`config.mk`:
```
export PLATFORM = sky130hd
export DESIGN_NAME = op_state_sequencer
export DESIGN_NICKNAME = d
export VERILOG_FILES = /design/src/op_seq_pkg.sv /design/src/op_state_sequencer.sv /design/src/sync_bank.sv /design/src/op_regs.sv
export SDC_FILE = /design/constraint.sdc
export NUM_CORES = 1
export LEC_CHECK = 0
export ABC_AREA = 0
export BUFFER_PORTS_ARGS = -buffer_cell sky130_fd_sc_hd__buf_4
export CAP_MARGIN = 15
export CORE_UTILIZATION = 53
export DETAILED_ROUTE_END_ITERATION = 8
export PLACE_DENSITY_LB_ADDON = 0.2
export SLEW_MARGIN = 10
export SYNTH_ARGS = -nofsm -noshare
export SYNTH_HDL_FRONTEND = slang
export SYNTH_HIERARCHICAL = 1
export SYNTH_SLANG_ARGS = --single-unit
```
`constraint.sdc`:
```
create_clock -name clk_sys -period 3.96 [get_ports clk_sys]
set_clock_uncertainty 0.1 [all_clocks]
set_input_delay 0.792 -clock clk_sys [delete_from_list [all_inputs] [get_ports clk_sys]]
set_output_delay 0.792 -clock clk_sys [all_outputs]
set_load 0.02 [all_outputs]
```
`src/op_seq_pkg.sv`:
```
// shared types and constants of the operation state sequencer
package op_seq_pkg;

    // ****************************************************************
    // register bus
    // ****************************************************************
    localparam int ADDR_W = 8;
    localparam int DATA_W = 32;
    localparam logic [ADDR_W-1:0] CFG_ADDR  = 8'h00;
    localparam logic [ADDR_W-1:0] STAT_ADDR = 8'h04;
    localparam int CFG_AE_BIT    = 0;
    localparam int CFG_AR_BIT    = 1;
    localparam int CFG_WAKE_CLEAR_SETTING_LSB = 2;
    localparam int WAKE_CLEAR_SETTING_W       = 2;
    localparam int WAKE_SRC_N    = 3;

    // ****************************************************************
    // types
    // ****************************************************************
    typedef enum logic [2:0] {
        ST_SLEEP,
        ST_RAMP,
        ST_NORMAL,
        ST_AFTERRUN,
        ST_AR_RESET,
        ST_POWERDOWN,
        ST_WAKE_CLEAR
    } opState_t;

    typedef struct packed {
        logic ignition;
        logic wakePin;
        logic busWake;
        logic eotWake;
        logic rail5vOk;
        logic rampOf;
        logic pdOf;
        logic ssotOf;
        logic pdtOf;
    } condIn_t;

    localparam int COND_W = $bits(condIn_t);

    typedef struct packed {
        logic               afterrunEnable;
        logic               afterrunResetSelect;
        logic [WAKE_CLEAR_SETTING_W-1:0] wakeClearSetting;
    } opConfig_t;

    localparam opConfig_t CFG_RESET = '0;

    typedef struct packed {
        logic mainRelayOn;
        logic ecuSupplyEn;
        logic sensorSupplyEn;
        logic pdTimerRun;
        logic extFuncEn;
        logic afterrunResetPulse;
        logic wakeClearPulse;
    } supplyCtl_t;

    localparam supplyCtl_t CTL_RESET = '0;

    typedef struct packed {
        logic [ADDR_W-1:0] addr;
        logic [DATA_W-1:0] wdata;
        logic              we;
        logic              re;
    } regReq_t;

    function automatic logic combinedWake(input condIn_t c);
        return c.wakePin | c.busWake | c.eotWake;
    endfunction

endpackage

```
`src/op_state_sequencer.sv`:
```
// seven-state operation mode sequencer of the ecu supply chip
// Function
// RULE1 - seven states: sleep, ramp, normal, afterrun, ar reset, down, clear
// RULE2 - sleep keeps main relay off and ecu unsupplied
// RULE3 - power-on reset clears logic; sleep stays when ignition and wake low
// RULE4 - power-on reset then ramp-up when ignition or wake high
// RULE5 - sleep goes to ramp-up on ignition high or wake
// RULE6 - ramp-up returns to sleep on ignition low and no wake
// RULE7 - ramp-up to wake clear: ignition low, wake, ramp timer overflow
// RULE8 - ramp-up to normal once 5 V rail good with ignition or wake
// RULE9 - normal to afterrun on ignition low, afterrun enabled, config kept
// RULE10 - normal to sleep: afterrun disabled, ignition low, no wake
// RULE11 - normal to power-down: ignition low with counter or shutoff overflow
// RULE12 - afterrun to power-down on counter or shutoff overflow, always
// RULE13 - afterrun to sleep when host clears enable, ignition low, no wake
// RULE14 - afterrun to normal without reset on ignition high, reset select 0
// RULE15 - afterrun to afterrun reset on ignition high, reset select 1
// RULE16 - afterrun reset lasts one cycle, then normal unconditionally
// RULE17 - power-down: supplies off, timer runs, relay held, outputs off
// RULE18 - wake clear runs configured action, resets latched wake signals
// RULE19 - wake start-up: external supply must ramp before ramp timer overflow
// RULE20 - power-down to wake clear on power-down timer overflow
// RULE21 - wake clear to sleep when ignition low
// RULE22 - wake clear to ramp-up when ignition high
// RULE23 - combined wake is pin, bus and engine-off timer wake ORed
// RULE24 - all conditions synchronised to the clock before evaluation
//
// Added by the designer: strobed register access and the register addresses.
module op_state_sequencer (
    input  wire logic                          clk_sys,
    input  wire logic                          rst,
    input  wire op_seq_pkg::condIn_t           condPins,
    input  wire op_seq_pkg::regReq_t           req,
    output logic [op_seq_pkg::DATA_W-1:0]      rdata,
    output op_seq_pkg::supplyCtl_t             ctl,
    output logic [op_seq_pkg::WAKE_CLEAR_SETTING_W-1:0]     wakeClearMode,
    output op_seq_pkg::opState_t               opState
);
    import op_seq_pkg::*;

    // ****************************************************************
    // state record
    // ****************************************************************
    typedef struct packed {
        opState_t              state;
        supplyCtl_t            ctl;
        logic [WAKE_SRC_N-1:0] wakeSeen;
    } seqState_t;

    seqState_t         q;
    seqState_t         d;
    condIn_t           c;
    opConfig_t         cfg;
    logic [DATA_W-1:0] statusWord;
    logic              wakeNow;

    // ****************************************************************
    // condition inputs and registers
    // ****************************************************************
    // pins come from other supply domains, hence two flops each
    sync_bank #(
        .WIDTH (COND_W)
    ) u_sync (
        .clk_sys (clk_sys),
        .rst     (rst),
        .din     (condPins),
        .dout    (c)                                        // RULE24
    );

    op_regs u_regs (
        .clk_sys    (clk_sys),
        .rst        (rst),
        .req        (req),
        .statusWord (statusWord),
        .cfg        (cfg),
        .rdata      (rdata)
    );

    assign statusWord = DATA_W'({q.wakeSeen, q.ctl.mainRelayOn, q.state});

    // ****************************************************************
    // per-state outputs
    // ****************************************************************
    function automatic supplyCtl_t ctlFor(input opState_t s,
                                          input logic     relayNow);
        supplyCtl_t r;
        r = CTL_RESET;
        unique case (s)
            ST_SLEEP: begin
                r.mainRelayOn = 1'b0;                        // RULE2
            end
            ST_RAMP: begin
                r.mainRelayOn    = 1'b1;
                r.ecuSupplyEn    = 1'b1;
                r.sensorSupplyEn = 1'b1;
            end
            ST_NORMAL, ST_AFTERRUN: begin
                r.mainRelayOn    = 1'b1;
                r.ecuSupplyEn    = 1'b1;
                r.sensorSupplyEn = 1'b1;
                r.extFuncEn      = 1'b1;
            end
            ST_AR_RESET: begin
                r.mainRelayOn        = 1'b1;
                r.ecuSupplyEn        = 1'b1;
                r.sensorSupplyEn     = 1'b1;
                r.afterrunResetPulse = 1'b1;
            end
            ST_POWERDOWN: begin
                // relay stays where it was so the ecu can drain
                r.mainRelayOn = relayNow;                    // RULE17
                r.pdTimerRun  = 1'b1;                        // RULE17
            end
            ST_WAKE_CLEAR: begin
                r.mainRelayOn    = relayNow;
                r.wakeClearPulse = 1'b1;                     // RULE18
            end
        endcase
        return r;
    endfunction

    // ****************************************************************
    // transition logic
    // ****************************************************************
    always_comb begin
        d       = q;
        wakeNow = combinedWake(c);                           // RULE23
        // a wake arriving in the clearing cycle is kept
        d.wakeSeen = ((q.state == ST_WAKE_CLEAR) ? '0 : q.wakeSeen)
                   | {c.wakePin, c.busWake, c.eotWake};      // RULE18
        unique case (q.state)                                // RULE1
            ST_SLEEP: begin
                // reset lands here; sync flops are zero until filled
                if (c.ignition || wakeNow) begin
                    d.state = ST_RAMP;                 // RULE3 RULE4 RULE5
                end
            end
            ST_RAMP: begin
                if (!c.ignition && !wakeNow) begin
                    d.state = ST_SLEEP;                      // RULE6
                end else if (!c.ignition && c.rampOf) begin
                    // external rail failed to come up in time
                    d.state = ST_WAKE_CLEAR;           // RULE7 RULE19
                end else if (c.rail5vOk) begin
                    d.state = ST_NORMAL;                     // RULE8
                end
            end
            ST_NORMAL: begin
                if (!c.ignition) begin
                    if (c.pdOf || c.ssotOf) begin
                        d.state = ST_POWERDOWN;              // RULE11
                    end else if (cfg.afterrunEnable) begin
                        d.state = ST_AFTERRUN;               // RULE9
                    end else if (!wakeNow) begin
                        d.state = ST_SLEEP;                  // RULE10
                    end
                end
            end
            ST_AFTERRUN: begin
                if (c.pdOf || c.ssotOf) begin
                    d.state = ST_POWERDOWN;                  // RULE12
                end else if (c.ignition) begin
                    d.state = cfg.afterrunResetSelect
                            ? ST_AR_RESET                    // RULE15
                            : ST_NORMAL;                     // RULE14
                end else if (!cfg.afterrunEnable && !wakeNow) begin
                    d.state = ST_SLEEP;                      // RULE13
                end
            end
            ST_AR_RESET: begin
                d.state = ST_NORMAL;                         // RULE16
            end
            ST_POWERDOWN: begin
                if (c.pdtOf) begin
                    d.state = ST_WAKE_CLEAR;                 // RULE20
                end
            end
            ST_WAKE_CLEAR: begin
                d.state = c.ignition ? ST_RAMP               // RULE22
                                     : ST_SLEEP;             // RULE21
            end
        endcase
        d.ctl = ctlFor(d.state, q.ctl.mainRelayOn);
    end

    // only constants under reset; the start decision follows release
    always_ff @(posedge clk_sys or posedge rst) begin
        if (rst) begin
            q <= '{state: ST_SLEEP, ctl: CTL_RESET, wakeSeen: '0}; // RULE3
        end else begin
            q <= d;
        end
    end

    assign ctl           = q.ctl;
    assign opState       = q.state;
    assign wakeClearMode = cfg.wakeClearSetting;             // RULE18
endmodule // op_state_sequencer

```
`src/sync_bank.sv`:
```
// two-flop synchroniser bank for asynchronous condition inputs
module sync_bank #(
    parameter int WIDTH = op_seq_pkg::COND_W
) (
    input  wire logic             clk_sys,
    input  wire logic             rst,
    input  wire logic [WIDTH-1:0] din,
    output logic      [WIDTH-1:0] dout
);
    import op_seq_pkg::*;

    if (WIDTH < 1) begin : g_chk
        $error("sync_bank needs WIDTH of at least one");
    end

    typedef struct packed {
        logic [WIDTH-1:0] meta;
        logic [WIDTH-1:0] stable;
    } syncState_t;

    syncState_t q;
    syncState_t d;

    // meta is read only by the stable stage
    always_comb begin
        d        = q;
        d.meta   = din;
        d.stable = q.meta;
    end

    always_ff @(posedge clk_sys or posedge rst) begin
        if (rst) begin
            q <= '0;
        end else begin
            q <= d;
        end
    end

    assign dout = q.stable;

endmodule // sync_bank

```
`src/op_regs.sv`:
```
// configuration and status registers on the plain register port
module op_regs (
    input  wire logic                     clk_sys,
    input  wire logic                     rst,
    input  wire op_seq_pkg::regReq_t      req,
    input  wire logic [op_seq_pkg::DATA_W-1:0] statusWord,
    output op_seq_pkg::opConfig_t         cfg,
    output logic [op_seq_pkg::DATA_W-1:0] rdata
);
    import op_seq_pkg::*;

    typedef struct packed {
        opConfig_t         cfg;
        logic [DATA_W-1:0] rdata;
    } regState_t;

    regState_t q;
    regState_t d;

    always_comb begin
        d       = q;
        d.rdata = '0;
        if (req.we && req.addr == CFG_ADDR) begin
            d.cfg.afterrunEnable      = req.wdata[CFG_AE_BIT];
            d.cfg.afterrunResetSelect = req.wdata[CFG_AR_BIT];
            d.cfg.wakeClearSetting    =
                req.wdata[CFG_WAKE_CLEAR_SETTING_LSB +: WAKE_CLEAR_SETTING_W];
        end
        // unmapped reads answer zero
        if (req.re) begin
            unique case (req.addr)
                CFG_ADDR: begin
                    d.rdata[CFG_AE_BIT]    = q.cfg.afterrunEnable;
                    d.rdata[CFG_AR_BIT]    = q.cfg.afterrunResetSelect;
                    d.rdata[CFG_WAKE_CLEAR_SETTING_LSB +: WAKE_CLEAR_SETTING_W] =
                        q.cfg.wakeClearSetting;
                end
                STAT_ADDR: d.rdata = statusWord;
                default:   d.rdata = '0;
            endcase
        end
    end

    always_ff @(posedge clk_sys or posedge rst) begin
        if (rst) begin
            q <= '{cfg: CFG_RESET, rdata: '0};
        end else begin
            q <= d;
        end
    end

    assign cfg   = q.cfg;
    assign rdata = q.rdata;

endmodule // op_regs

```
Yosys cells after proc, flatten, opt, wreduce, memory -nomap -nowiden:

Cells that the tools add are included.
Widths: inputs -> output; s select.

* register bits after elaboration: 67

* equality and inequality tests: 13
* multiplexer cells: 25
* bitwise gates (word level): 3
* reduce and logical (&&, ||, !) cells: 15

Operator list (count)
* $mux 3: 15
* $mux 32: 1
* $pmux 3 s7: 1
* $eq 3x3->1 const B: 6
* $eq 3x2->1 const B: 4
* $eq 8x3->1 const B: 1
* $logic_not 8->1: 1
* $pmux 4 s2: 1
* $eq 3x1->1 const B: 2
* $logic_not 3->1: 2
* $mux 1: 5
* $logic_and 1x1->1: 4
* $reduce_or 2->1: 2
* $reduce_or 4->1: 1
* $logic_not 1->1: 3
* $or 3x3->3: 1
* $logic_or 1x1->1: 2
* $mux 2: 1
* $or 1x1->1: 2
* $pmux 1 s2: 1

Depth between registers and ports, before layout:

* depth after elaboration: 11
* mapped depth: 7

By module:

The synthesis kept the hierarchy.

Modules (own cells, without submodules)
* op_regs: times used 1, cells an instance 86, area each 1296.2 µm², sequential area each 900.9 µm²
* op_state_sequencer: times used 1, cells an instance 81, area each 757.0 µm², sequential area each 300.3 µm²
* sync_bank: times used 1, cells an instance 19, area each 454.2 µm², sequential area each 450.4 µm²

Worst setup path after synthesis:

OpenSTA, ideal clock, no wires.

* path kind: flip-flop to flip-flop
* start point: register q, in the netlist opState[0]
* end point: register q, in the netlist ctl[6]
* setup time: 0.120 ns
* arrival time: 1.627 ns
* required time: 3.740 ns
* slack: 2.113 ns
* stages on the path, launching flop included: 8
* path buffers: 1
* period minus slack after synthesis: 1.847 ns
* path through: dfrtp_1 > buf_2 > o21ai_0 > nand3_1 > a32oi_1 > o21ai_2 > or3_1 > o211a_1

RTL lines
* start, declared: RTL line op_state_sequencer.sv:50 `seqState_t q;`
* start signal, assigned: RTL line op_state_sequencer.sv:189 `q <= '{state: ST_SLEEP, ctl: CTL_RESET, wakeSeen: '0};`

==> metrics.md <==
| Metric | Value |
|---|---|
| Status | complete, but fails checks |
| Failing checks | design-rule violations |
| Register-to-register setup slack | 1810 ps |
| Final WS setup | 1810 ps |
| Seq/Total Area, Yosys | 65.9% |
| Fill cell count | 318 |
| Core area | 4440 sq um |
| Die area | 5010 sq um |
| Synth cell types | 39 |
| Share of layout cells above drive strength 1 | 39.2% |
| RSZ-0062 raised after global routing | false |
| Synth Area in Compound Gates | 5.29% |
| ANT nets after route | 0 |
| Reg2Reg Capture Point | ctl[6] |
| Hold-fix buffer count after cts | 0 |
| CTS tree | yes |
| Register bit total from synthesis | 66 |
| Row count | 24 |
| Tcrit/Tclk final | 54.4% |
| Avg Cell Area, Syn | 13.5 sq um |
| Worst-path fanout max | 14 |
| Storage cell area | 1650 sq um |
| Worst Hold Class | reg2reg |
| Setup TNS | 0 ps |
| IO Port Bufs | 68 |
| Worst skew pair latency | 320 ps |
| CTS clk-pin slew, worst paths | 70 ps |
| WL per Instance | 12.2 um |
| R2R cell count | 6 |
| Max frequency | 0.464 GHz |
| Pwr/cell area | 535 nW/um^2 |
| Cell Area, Synth | 2510 sq um |
| Adder and majority cell fraction of the synthesized area | 0% |
| Detailed Route WL | 4020 um |
| Hold depth | 0 |
| 1st-iter DRT viols | 129 |
| Root cell of the clock tree | clkbuf_8 |
| Nets | 326 |
| Multi-input gate area | 793 sq um |
| Final Hold Viols | 0 |
| Die Wd | 70.8 um |
| Synth Area in Simple Gates | 19.2% |
| Pre-Repair DR Iteration Count | 6 |
| CTS max path bufs | 2 |
| CP endpoint kind | flip-flop |
| DR vias | 1541 |
| Largest family of logic cells by synthesized area | simple AND/OR/NAND/NOR gates |
| Worst EP required | 4070 ps |
| Synth Warn # | 6 |
| Post-synthesis mux area share | 3.39% |
| Slew Viols, Final | 0 |
| Critical Path AT | 2260 ps |
| CTS sink cnt | 66 |
| Overall power | 1730 uW |
| FF-to-FF Start | opState[1] |
| Xor/xnor share of the synthesized area | 0% |
| Post-CTS setup buffers | 0 |
| Largest net degree at the start of global routing | 37 |
| # H-tree levels | 3 |
| Placement Setup Slack | 1590 ps |
| Slew HR | 51.7% |
| Leak | 0.00167 uW |
| GRT Overall Usage | 17.5% |
| Synthesized instance count | 186 |
| Hold path endpoint | u_sync/dout[6] |
| First-pass GRT wire length | 6500 um |
| Mean number of vias per cell | 4.67 |
| Area delta synth->final | 29.4% |
| Post-synth EDFFs | 0 |
| Maximum vdd drop | 0.439 mV |
| Post-DP HPWL | 2780 um |
| Main synth FF type | dfrtp_1 |
| Total congestion overflow | 0 |
| Ys async rst share | 100% |
| Die Span Y | 70.8 um |
| Initial antenna violation count | 0 |
| Max Cap Viol | 0 |
| Kind of critical path | reg2reg |
| CTS buffer count | 9 |
| Min Tclk post-route | 2150 ps |
| Crit start category | flip-flop |
| Setup violators final | 0 |
| Placer congestion estimate | 0.790 |
| Hold_sp | u_sync/d[6] |
| Vias in the first global route | 1433 |
| Initial core utilization | 56.4% |
| DRC viols | 18 |
| Post-CTS Resized | 0 |
| Diodes inserted | 0 |
| # IOs | 97 |
| Worst-Margin Slew | 724 ps |
[layout by cell type (no fill, tap or decap), types with 4 or more instances in the layout]
| cell | synthesis | layout |
|---|---|---|
| and2_1 | 12 | 12 |
| and2_2 | 17 | 17 |
| buf_4 | 10 | 69 |
| clkbuf_8 | 0 | 11 |
| conb_1 | 1 | 25 |
| dfrtp_1 | 66 | 66 |
| inv_1 | 5 | 5 |
| mux2_2 | 4 | 4 |
| mux2i_1 | 4 | 4 |
| nand2_1 | 5 | 5 |
| nand3_1 | 5 | 5 |
| nor2_1 | 9 | 9 |
| nor3_1 | 5 | 5 |
| o21ai_0 | 4 | 4 |
[cells in the mapped netlist (2+ instances only)]
master | number | area (sq um)
nand2b_1 | 2 | 12.5
nand2_1 | 5 | 18.8
dfrtp_1 | 66 | 1650
nand3b_1 | 3 | 22.5
nor4_4 | 2 | 42.5
nor2_1 | 9 | 33.8
a21o_1 | 3 | 22.5
nor3_1 | 5 | 25.0
nor2b_1 | 3 | 18.8
inv_1 | 5 | 18.8
and2_1 | 12 | 75.1
clkbuf_1 | 2 | 7.51
nand3_1 | 5 | 25.0
and2_2 | 17 | 128
buf_8 | 2 | 30.0
mux2_2 | 4 | 45.0
mux2i_1 | 4 | 40.0
buf_4 | 10 | 75.1
nor3b_1 | 2 | 15.0
buf_2 | 2 | 10.0
o21ai_0 | 4 | 20.0
o21ai_2 | 2 | 17.5
[through the flow]
step	instances	hold WS, ps	instance area (sq um)	utilization, %
after floorplan	210	231	2600	-
after global placement	314	232	3050	68.6
after detailed placement	314	235	3050	68.6
after CTS	330	249	3240	73.0
after global routing	330	251	3240	73.0
final	330	247	3240	73.0
[metal layers]
metal | up-vias | GRT usage, % | part of all wire [%]
met1 | 720 | 20.6 | 41
met4 | 0 | 10.9 | 1.8
met3 | 4 | 5.56 | 8.1
met2 | 58 | 28.2 | 49
met5 | - | 0 | 0
li1 | 759 | - | -
[worst max-delay path by stage]
stage	cells after the start	from	to	slack, ps
after floorplan	7	opState[0]	ctl[6]	2110
after global placement	4	req[35]	u_regs/rdata[5]	1630
after detailed placement	4	req[38]	u_regs/rdata[4]	1590
after CTS	6	opState[1]	ctl[6]	1820
after global routing	6	opState[1]	ctl[6]	1640
final	6	opState[1]	ctl[6]	1810
[flip-flops by register name, summed over array words and instances (netlist names)]
name	count
u_regs/cfg	4
opState	3
u_regs/rdata	32
u_sync/d	9
u_sync/dout	9
q	3
ctl	6
[power breakdown]
group	internal (uW)	total (uW)	leakage, uW	switching (uW)
Sequential	731	806	0.000851	74.1
Combinational	178	387	0.000720	208
Clock	325	542	0.000101	217
[cell type report]
class                      instances  area share, %
inverter                           5          0.578
tap                               52           2.01
clock inverter                     2           1.08
clock buffer                      14           5.01
timing repair buffer              69           16.0
sequential                        66           50.9
multi-input combinational        122           24.5
[critical path, stage by stage, from the launching register on]
cell and delay (ps):
dfrtp_1 580, nor2b_1 320, o21ai_0 150, a32oi_1 250, o21ai_2 120, or3_1 390
o211a_1 140
[cells by family after synthesis]
group	Yosys count
simple gates	72
other cells	1
buf+inv	22
flops	66
mux	8
compound gates	17
Power figures use the tool's default switching activity.
